$ cat src/rtl/pfb_map.svh
// Timing counts and field positions for the parallel flash bus controller.
`ifndef PFB_MAP_SVH
`define PFB_MAP_SVH
`define PFB_CLK_PERIOD_NS 20
`define PFB_ACCESS_NS 70
`define PFB_ACCESS_CYC ((`PFB_ACCESS_NS + `PFB_CLK_PERIOD_NS - 1) / `PFB_CLK_PERIOD_NS)
`define PFB_WRPULSE_NS 35
`define PFB_WRPULSE_CYC ((`PFB_WRPULSE_NS + `PFB_CLK_PERIOD_NS - 1) / `PFB_CLK_PERIOD_NS)
`define PFB_RSTPULSE_NS 500
`define PFB_RSTPULSE_CYC ((`PFB_RSTPULSE_NS + `PFB_CLK_PERIOD_NS - 1) / `PFB_CLK_PERIOD_NS)
`define PFB_RSTWAIT_NS 50
`define PFB_RSTWAIT_CYC ((`PFB_RSTWAIT_NS + `PFB_CLK_PERIOD_NS - 1) / `PFB_CLK_PERIOD_NS)
`define PFB_RDYWAIT_NS 20
`define PFB_RDYWAIT_CYC ((`PFB_RDYWAIT_NS + `PFB_CLK_PERIOD_NS - 1) / `PFB_CLK_PERIOD_NS)
`define PFB_READY_NS 20000
`define PFB_READY_CYC ((`PFB_READY_NS + `PFB_CLK_PERIOD_NS - 1) / `PFB_CLK_PERIOD_NS)
`define PFB_BYTE_ADDR_BIT 15
`endif

$ cat src/rtl/pfb_pkg.sv
// Types shared by the parallel flash bus controller.
package pfb_pkg;
  typedef enum logic [2:0] {
    PFB_IDLE,
    PFB_RD_SETUP,
    PFB_RD_WAIT,
    PFB_WR_PULSE,
    PFB_WR_HOLD,
    PFB_RST_PULSE,
    PFB_RST_READY,
    PFB_RST_RECOVER
  } pfb_state_t;
endpackage : pfb_pkg

$ cat src/rtl/pfb_timer.sv
// Down counter that times every phase of the flash bus sequence except the one-cycle write hold.
`timescale 1ns/1ps
module pfb_timer #(
  parameter int WIDTH = 16
) (
  // Clock and reset.
  input wire logic clk_in,
  input wire logic rst_in,
  // Load and status.
  input wire logic load_in,
  input wire logic [WIDTH-1:0] count_in,
  output logic done_out
);
  logic [WIDTH-1:0] cnt_q;
  logic [WIDTH-1:0] cnt_d;

  // A counter without bits could not time anything.
  if (WIDTH < 1)
  begin : g_width_check
    $error("pfb_timer: WIDTH must be at least one");
  end

  // Count to zero after a load; done holds while the count rests at zero.
  always_comb
  begin
    cnt_d = cnt_q;
    if (load_in)
    begin
      cnt_d = count_in;
    end
    else if (cnt_q != '0)
    begin
      cnt_d = cnt_q - WIDTH'(1);
    end
  end

  always_ff @(posedge clk_in or posedge rst_in)
  begin
    if (rst_in)
    begin
      cnt_q <= '0;
    end
    else
    begin
      cnt_q <= cnt_d;
    end
  end

  // Done comes from the register alone, because the sequencer loads on done and a gate
  // by the load would close a combinational loop.
  assign done_out = (cnt_q == '0);
endmodule : pfb_timer

$ cat src/rtl/pfb_host.sv
// Host-side controller that drives a parallel flash through its bus pins.
// Functional notes
// - Writes hold chip select and write enable low with output enable high.
// - Word mode uses sixteen data lines; byte mode only the low eight.
// - In byte mode the top data line carries the low address bit.
// - Reads wait the full access delay after leaving standby.
// - Operations cut by reset must be reissued by the requester.
// - After busy reset, wait for ready then the post ready delay.
// - Idle reset waits the reset pulse then the post reset delay.
`timescale 1ns/1ps
`include "pfb_map.svh"
module pfb_host #(
  parameter int ADDR_W = 20,
  parameter int READY_CYC = `PFB_READY_CYC
) (
  // Clock and reset.
  input wire logic clk_in,
  input wire logic rst_in,
  // User request port.
  input wire logic req_valid_in,
  input wire logic req_write_in,
  input wire logic req_byte_in,
  input wire logic [ADDR_W:0] req_addr_in,
  input wire logic [15:0] req_wdata_in,
  input wire logic flash_reset_req_in,
  output logic req_ready_out,
  output logic rsp_valid_out,
  output logic [15:0] rsp_rdata_out,
  output logic reset_aborted_out,
  // Flash pins.
  output logic ce_n_out,
  output logic oe_n_out,
  output logic we_n_out,
  output logic reset_n_out,
  output logic byte_n_out,
  output logic [ADDR_W-1:0] addr_out,
  input wire logic [15:0] dq_in,
  output logic [15:0] dq_out,
  output logic [15:0] dq_oe_out,
  input wire logic ready_busy_n_in
);
  import pfb_pkg::*;

  localparam int TW = 16;

  // The timer width must hold the longest wait.
  if (ADDR_W < 1 || READY_CYC < 1 || READY_CYC >= (1 << TW))
  begin : g_param_check
    $error("pfb_host: unsupported parameter values");
  end

  pfb_state_t st_q, st_d;
  logic ce_n_q, ce_n_d, oe_n_q, oe_n_d, we_n_q, we_n_d, rst_n_q, rst_n_d;
  logic byte_n_q, byte_n_d, rsp_q, rsp_d, abort_q, abort_d, rdy_q, rdy_d;
  logic [ADDR_W-1:0] addr_q, addr_d;
  logic [15:0] dq_q, dq_d, oe_q, oe_d, rdata_q, rdata_d;
  logic busy_at_rst_q, busy_at_rst_d;
  logic tload;
  logic [TW-1:0] tcount;
  logic tdone;

  // Time base for every bus phase but the one-cycle write hold.
  pfb_timer #(.WIDTH(TW)) u_timer (
    .clk_in(clk_in),
    .rst_in(rst_in),
    .load_in(tload),
    .count_in(tcount),
    .done_out(tdone)
  );

  // Converts a cycle count into a timer load value.
  function automatic logic [TW-1:0] cyc(input int n);
    cyc = TW'(n - 1);
  endfunction : cyc

  // Sequencer for reads, writes and hardware reset of the flash.
  always_comb
  begin
    st_d = st_q;
    ce_n_d = ce_n_q;
    oe_n_d = oe_n_q;
    we_n_d = we_n_q;
    rst_n_d = rst_n_q;
    byte_n_d = byte_n_q;
    addr_d = addr_q;
    dq_d = dq_q;
    oe_d = oe_q;
    rdata_d = rdata_q;
    rsp_d = 1'b0;
    abort_d = 1'b0;
    rdy_d = 1'b0;
    busy_at_rst_d = busy_at_rst_q;
    tload = 1'b0;
    tcount = '0;
    case (st_q)
      PFB_IDLE:
      begin
        if (flash_reset_req_in)
        begin
          // Reset takes priority; flash floats data so host drives nothing.
          busy_at_rst_d = !ready_busy_n_in;
          abort_d = !ready_busy_n_in;
          rst_n_d = 1'b0;
          ce_n_d = 1'b1;
          oe_d = 16'h0000;
          tload = 1'b1;
          tcount = cyc(`PFB_RSTPULSE_CYC);
          st_d = PFB_RST_PULSE;
        end
        else if (req_valid_in)
        begin
          byte_n_d = !req_byte_in;
          addr_d = req_addr_in[ADDR_W:1];
          if (!req_byte_in)
          begin
            addr_d = req_addr_in[ADDR_W-1:0];
          end
          ce_n_d = 1'b0;
          tload = 1'b1;
          if (req_write_in)
          begin
            // Output enable stays high so the bus is ours.
            oe_n_d = 1'b1;
            dq_d = req_byte_in ? {8'h00, req_wdata_in[7:0]} : req_wdata_in;
            oe_d = req_byte_in ? 16'h00FF : 16'hFFFF;
            tcount = cyc(1);
            st_d = PFB_WR_PULSE;
          end
          else
          begin
            oe_n_d = 1'b0;
            dq_d = 16'h0000;
            oe_d = 16'h0000;
            tcount = cyc(`PFB_ACCESS_CYC);
            st_d = PFB_RD_WAIT;
          end
          if (req_byte_in)
          begin
            // Top data line carries the lowest address bit.
            dq_d[`PFB_BYTE_ADDR_BIT] = req_addr_in[0];
            oe_d[`PFB_BYTE_ADDR_BIT] = 1'b1;
          end
        end
        else
        begin
          rdy_d = 1'b1;
        end
      end
      PFB_RD_WAIT:
      begin
        if (tdone)
        begin
          rdata_d = byte_n_q ? dq_in : {8'h00, dq_in[7:0]};
          rsp_d = 1'b1;
          ce_n_d = 1'b1;
          oe_n_d = 1'b1;
          oe_d = 16'h0000;
          st_d = PFB_IDLE;
        end
      end
      PFB_RD_SETUP:
      begin
        st_d = PFB_IDLE;
      end
      PFB_WR_PULSE:
      begin
        // Address was set up a cycle earlier, before the later falling strobe.
        if (tdone && we_n_q)
        begin
          we_n_d = 1'b0;
          tload = 1'b1;
          tcount = cyc(`PFB_WRPULSE_CYC);
        end
        else if (tdone)
        begin
          we_n_d = 1'b1;
          st_d = PFB_WR_HOLD;
        end
      end
      PFB_WR_HOLD:
      begin
        // Data and address hold one cycle past the rising strobe.
        ce_n_d = 1'b1;
        oe_d = 16'h0000;
        rsp_d = 1'b1;
        st_d = PFB_IDLE;
      end
      PFB_RST_PULSE:
      begin
        if (tdone)
        begin
          rst_n_d = 1'b1;
          tload = 1'b1;
          tcount = busy_at_rst_q ? cyc(READY_CYC) : cyc(`PFB_RSTWAIT_CYC);
          st_d = busy_at_rst_q ? PFB_RST_READY : PFB_RST_RECOVER;
        end
      end
      PFB_RST_READY:
      begin
        // Busy flash finishes its internal reset; the timer caps the wait.
        if (ready_busy_n_in || tdone)
        begin
          tload = 1'b1;
          tcount = cyc(`PFB_RDYWAIT_CYC);
          st_d = PFB_RST_RECOVER;
        end
      end
      PFB_RST_RECOVER:
      begin
        if (tdone)
        begin
          st_d = PFB_IDLE;
        end
      end
      default:
      begin
        st_d = PFB_IDLE;
      end
    endcase
  end

  // State registers; reset leaves the flash deselected and the bus released.
  always_ff @(posedge clk_in or posedge rst_in)
  begin
    if (rst_in)
    begin
      st_q <= PFB_IDLE;
      ce_n_q <= 1'b1;
      oe_n_q <= 1'b1;
      we_n_q <= 1'b1;
      rst_n_q <= 1'b1;
      byte_n_q <= 1'b1;
      addr_q <= '0;
      dq_q <= 16'h0000;
      oe_q <= 16'h0000;
      rdata_q <= 16'h0000;
      rsp_q <= 1'b0;
      abort_q <= 1'b0;
      rdy_q <= 1'b0;
      busy_at_rst_q <= 1'b0;
    end
    else
    begin
      st_q <= st_d;
      ce_n_q <= ce_n_d;
      oe_n_q <= oe_n_d;
      we_n_q <= we_n_d;
      rst_n_q <= rst_n_d;
      byte_n_q <= byte_n_d;
      addr_q <= addr_d;
      dq_q <= dq_d;
      oe_q <= oe_d;
      rdata_q <= rdata_d;
      rsp_q <= rsp_d;
      abort_q <= abort_d;
      rdy_q <= rdy_d;
      busy_at_rst_q <= busy_at_rst_d;
    end
  end

  assign req_ready_out = rdy_q;
  assign rsp_valid_out = rsp_q;
  assign rsp_rdata_out = rdata_q;
  assign reset_aborted_out = abort_q;
  assign ce_n_out = ce_n_q;
  assign oe_n_out = oe_n_q;
  assign we_n_out = we_n_q;
  assign reset_n_out = rst_n_q;
  assign byte_n_out = byte_n_q;
  assign addr_out = addr_q;
  assign dq_out = dq_q;
  assign dq_oe_out = oe_q;
endmodule : pfb_host

$ cat config.mk
export PLATFORM = sky130hd
export DESIGN_NAME = pfb_host
export DESIGN_NICKNAME = d
export VERILOG_FILES = /design/src/rtl/pfb_pkg.sv /design/src/rtl/pfb_timer.sv /design/src/rtl/pfb_host.sv
export VERILOG_INCLUDE_DIRS = /design/src /design/src/rtl
export SDC_FILE = /design/constraint.sdc
export NUM_CORES = 1
export LEC_CHECK = 0
export BUFFER_PORTS_ARGS = -buffer_cell sky130_fd_sc_hd__buf_4
export CAP_MARGIN = 0
export CORE_MARGIN = 5
export CORE_UTILIZATION = 45
export DETAILED_ROUTE_END_ITERATION = 8
export PLACE_DENSITY = 0.79
export SYNTH_ARGS = -nofsm -noshare
export SYNTH_HDL_FRONTEND = slang
export SYNTH_SLANG_ARGS = --single-unit
$ cat constraint.sdc
create_clock -name clk_in -period 4.95 [get_ports clk_in]
set_clock_uncertainty 0.15 [all_clocks]
set_input_delay 0.2475 -clock clk_in [delete_from_list [all_inputs] [get_ports clk_in]]
set_output_delay 0.2475 -clock clk_in [all_outputs]
set_load 0.005 [all_outputs]
# After elaboration in Yosys (flattened, before gate mapping)
# Index checks and enable logic that the tools add are counted.
word_totals:
  register_bits: 96
  latchBits: 0
  ram_bits: 0
  rom_bits: 0
  wordCells: 110
  memories: 0
op_classes:
  add_sub_neg: 1
  n_mul: 0
  div: 0
  n_lt_le_gt_ge: 0
  n_eq_ne: 17
  shift: 0
  mux: 54
  bitwise_logic: 1
  reduce_logical: 22
ops:
  columns: ["cell", "n"]
  rows:
  - ["$mux 16", 10]
  - ["$pmux 16 s3", 1]
  - ["$pmux 10 s3", 1]
  - ["$mux 1", 23]
  - ["$mux 3", 7]
  - ["$mux 10", 2]
  - ["$mux 20", 1]
  - ["$pmux 3 s6", 1]
  - ["$logic_not 16->1", 1]
  - ["$ne 2x2->1 const B", 8]
  - ["$reduce_bool 16->1", 1]
  - ["$sub 16x1->16 const B", 1]
  - ["$eq 3x3->1 const B", 4]
  - ["$reduce_and 3->1", 3]
  - ["$reduce_bool 2->1", 4]
  - ["$eq 3x2->1 const B", 2]
  - ["$pmux 1 s2", 3]
  - ["$reduce_and 2->1", 3]
  - ["$reduce_and 6->1", 1]
  - ["$mux 5", 1]
  - ["$mux 2", 2]
  - ["$pmux 1 s4", 1]
  - ["$reduce_and 4->1", 1]
  - ["$reduce_or 2->1", 2]
  - ["other kinds (10)", 11]

# Longest topological paths before layout
depth:
  word_depth: 6
  depth_mapped: 9

# Cells and area by module
# A second synthesis with hierarchy kept.
hier_totals:
  cells_unflattened: 401
  area_unflattened_um2: 4312.9
by_module_without_submodules:
  columns: ["mod", "n_inst", "cells_each", "area_per_inst_um2"]
  rows:
  - ["pfb_host", 1, 293, 3330.7]
  - ["pfb_timer", 1, 108, 982.2]

# Least setup slack after synthesis
# OpenSTA, ideal clock, no wires.
synth_timing:
  path_kind: "register to register"
  from: "register u_timer.cnt_q[0]"
  to: "register st_q[0]"
  setup_ps: 126
  t_arrival_ps: 1818
  required_ps: 4674
  slack_ps: 2856
  path_stages_with_launch: 7
  path_buffers: 0
  synth_period_minus_slack_ps: 2094
  path_cell_list: "dfrtp_1 -> inv_1 -> ha_1 -> nor3b_1 -> nand4_2 -> mux2_4 -> a221o_1"
synth_between:
  elab_chain_cells: 4
  elab_cells_between_ends: 9
synth_lines:
  columns: ["element", "line_no", "source"]
  rows:
  - ["from (decl)", "pfb_timer.sv:14", "logic [WIDTH-1:0] cnt_q;"]
  - ["from (signal assigned)", "pfb_timer.sv:45", "cnt_q <= cnt_d;"]
  - ["$logic_not 16->1 *", "pfb_timer.sv:51", "assign done_out = (cnt_q == '0);"]
  - ["$logic_or 1x1->1 or $logic_and 1x1->1 (tied branches)", "pfb_host.sv:201, pfb_host.sv:168", null]
  - ["$ne 2x2->1 (no line)", null, null]
  - ["$reduce_and 6->1 (no line) *", null, null]
  - ["to (signal assigned)", "pfb_host.sv:244", "st_q <= st_d;"]
  - ["to (decl)", "pfb_host.sv:52", "pfb_state_t st_q, st_d;"]
# Mark *: on every way between the ends. The rest lies on a longest branch, timed or not.
# A chain may end at the register's enable or synchronous reset.

# Worst setup path in the final report
layout_timing:
  from: "register u_timer.cnt_q[0]"
  to: "register rdata_q[5], in the netlist rsp_rdata_out[5]"
layout_between:
  elab_chain_cells: 2
layout_lines:
  columns: ["element", "line_no", "source"]
  rows:
  - ["$logic_not 16->1", "pfb_timer.sv:51", null]
  - ["$reduce_and 2->1 (no line)", null, null]
  - ["to (signal assigned)", "pfb_host.sv:253", "rdata_q <= rdata_d;"]
  - ["to (decl)", "pfb_host.sv:56", "logic [15:0] dq_q, dq_d, oe_q, oe_d, rdata_q, rdata_d;"]
# Every way passes these cells.

==> out/results.ini <==
[logic_synthesis]
async_flop_share=1.00
yosysUniqueCellTypes=51
synth_nets=463
synth-main-ff-cell=dfrtp_1
ys_ff_latch=83
synth_enable_flop_cells=0
synthesis.instances=401
synthesis.area_um2=4000
ys_warn_count=0
syn-mean-instance-area_um2=9.98
yosysSeqAreaShare=0.520

[final_layout]
final_cells=651
drive_above_1_share=0.320
n_antenna_cell=0
final_area_um2=5380
final_cell_mix=137 x buf_4, 78 x dfrtp_1, 77 x nand2_1, 62 x o21ai_0, 27 x dlygate4sd3_1
synthToLayoutAreaGrowth_pct=34.5
nets=601
final_common_cell=buf_4

[worst_setup_path]
cp_top_family=simple AND/OR/NAND/NOR gates
path_class=flip-flop to flip-flop
critical_path_depth=6
end_kind=flip-flop
critical_path_arrival_ns=2.73
path_cells=inv_1, ha_1, nor3b_1, and4_1, nand3_4, mux2_4
crit_path_start_kind=flip-flop
cp_slowest_stage_delay_ns=0.58
crit_buf_inv=1
rr_worst_depth=6
path_max_fanout=24
critical_path_required_ns=5.05
critPathSlowestCell=and4_1

[floorplanning]
die_y_um=104
pin_count=136
coreArea_um2=8680
dieWidth_um=104
dieArea_um2=10900
core.rowCount=34
start_util=0.461

[drt]
dr.pass1.iters=4
drc_errors=0
drt_iter0_drc=186
num_vias=3369
viasPerCell=5.18
drtAntennaViolNets=0
wl_mm=9.95
wire_per_inst_um=15.3

[timing]
setup_viol=0
worst_pin_slew_ns=0.729
slew_headroom=0.514
tns_ns=0
period_minus_slack_ns=2.63
hold_viol_final=0
fmax_mhz=380
finalMaxSlewViolations=0
period_share=0.532
rsz0062_at_grt=no
worst_slack_ns=2.32

[grt]
use_met2=0.304
grt_start_max_net_pins=81
grt_use_total=0.186
busiest_layer=met2
grt_pass1_wl_mm=17.0
met3_usage=0.0807
grt_overflow=0
met1_usage=0.226
antenna_found_initial=0
grt_pass1_vias=3417

[pwr]
p_per_area_nw_per_um2=510
power_mw=2.75
leakagePower_nw=2.61
ir_drop_mv=0.300

[cts]
cts_inserted_buffers=9
clk_pin_slew_worst_paths_ns=0.09
cts_tree=yes
cts_resized=0
cts_setup_buffers=0
ctsRootBufferMaster=clkbuf_8
cts_hold_buf=27
clock_latency_ns=0.34
htree_levels=3
cts_buffer_depth=2
cts_sinks=83

[hold_path]
min_path_cells=3
min_path_type=input pin to flip-flop

[placed_design]
dp.cells=609
gp_congestion=0.816
dp_hpwl_mm=6.96
placed_area_um2=4950
dp_slack_ns=2.29
numPortBuffers=135

[outcome]
status=finished clean

[flow_run]
cap_violations=0

-- synthesized netlist by cell type, drive strengths merged, types with 5 or more instances --
| master | n | area, µm² |
|---|---|---|
| dfrtp | 78 | 1950 |
| buf | 21 | 153 |
| clkbuf | 16 | 60.1 |
| nand3 | 5 | 37.5 |
| inv | 6 | 22.5 |
| nor2 | 20 | 75.1 |
| dfstp | 5 | 131 |
| o21ai | 63 | 315 |
| mux2i | 21 | 210 |
| nand2 | 77 | 289 |
| nor4 | 7 | 86.3 |
| mux2 | 9 | 120 |
| a21oi | 9 | 45.0 |
| xnor2 | 11 | 96.3 |
| nor3 | 5 | 25.0 |
-- kinds of logic after synthesis --
logic type,Yosys count,share of synthesized area
multiplexers,30,0.0825
buffers and inverters,43,0.0588
AND/OR/NAND/NOR,136,0.170
XOR/XNOR,13,0.0284
flip-flops,83,0.520
adder cells (fa/ha/maj),2,0.00625
AO/OA/AOI/OAI,94,0.134
-- worst paths after layout --
kind / from / endpoint / slack (ns)
min in group asynchronous: rst_in / req_ready_out$_DFF_PP0_ / 0.30
worst min register to register: addr_out[14]$_DFFE_PP0P_ / addr_out[14]$_DFFE_PP0P_ / 0.33
worst min-delay path: req_wdata_in[10] / dq_out[10]$_DFFE_PP0P_ / 0.01
worst max-delay path: u_timer.cnt_q[0]$_DFFE_PP0P_ / rsp_rdata_out[5]$_DFFE_PP0P_ / 2.32
max in group asynchronous: rst_in / rsp_rdata_out[1]$_DFFE_PP0P_ / 3.27
worst max register to register: u_timer.cnt_q[0]$_DFFE_PP0P_ / rsp_rdata_out[5]$_DFFE_PP0P_ / 2.32
-- flip-flops by register name (all words and copies together), names as in the netlist --
name,cells
addr_out,20
dq_out,16
rsp_rdata_out,16
u_timer.cnt_q,16
dq_oe_out,3
st_q,3
busy_at_rst_q,1
byte_n_out,1
ce_n_out,1
oe_n_out,1
req_ready_out,1
reset_aborted_out,1
reset_n_out,1
rsp_valid_out,1
we_n_out,1
-- metal layers --
layer,wire (µm),up-vias
met2,4880,97
met5,0,-
met3,863,15
met1,4020,1615
li1,-,1642
met4,187,0
-- per-stage QoR --
step	util	hold slack [ns]
2_1_floorplan	-	0.167
3_3_place_gp	0.571	0.122
3_5_place_dp	0.571	0.124
4_1_cts	0.620	0.000219
5_1_grt	0.620	0.00491
6_report	0.620	0.0125
-- worst reg2reg max path: cells and delay by family (launching register included) --
family	cells	cell delay [ns]
simple gates	3	1.32
flops	1	0.43
mux	1	0.40
fa+ha+maj	1	0.13
buf+inv	1	0.10
-- cell type report --
type / count / area, µm²
clock inverters: 5 / 31.3
multi-input cells: 275 / 1680
repair buffers: 164 / 1300
flip-flops and latches: 83 / 2080
inverters: 6 / 23.8
clock buffers: 10 / 128
well taps: 108 / 135
fillers: 717 / 3290
-- power breakdown --
part / internal (mW) / switching [mW] / total (mW)
clock network: 0.179 / 0.235 / 0.414
logic: 0.610 / 0.509 / 1.12
registers: 0.953 / 0.260 / 1.21
total: 1.74 / 1.00 / 2.75
Note: power is estimated with default switching activity, not from simulation.
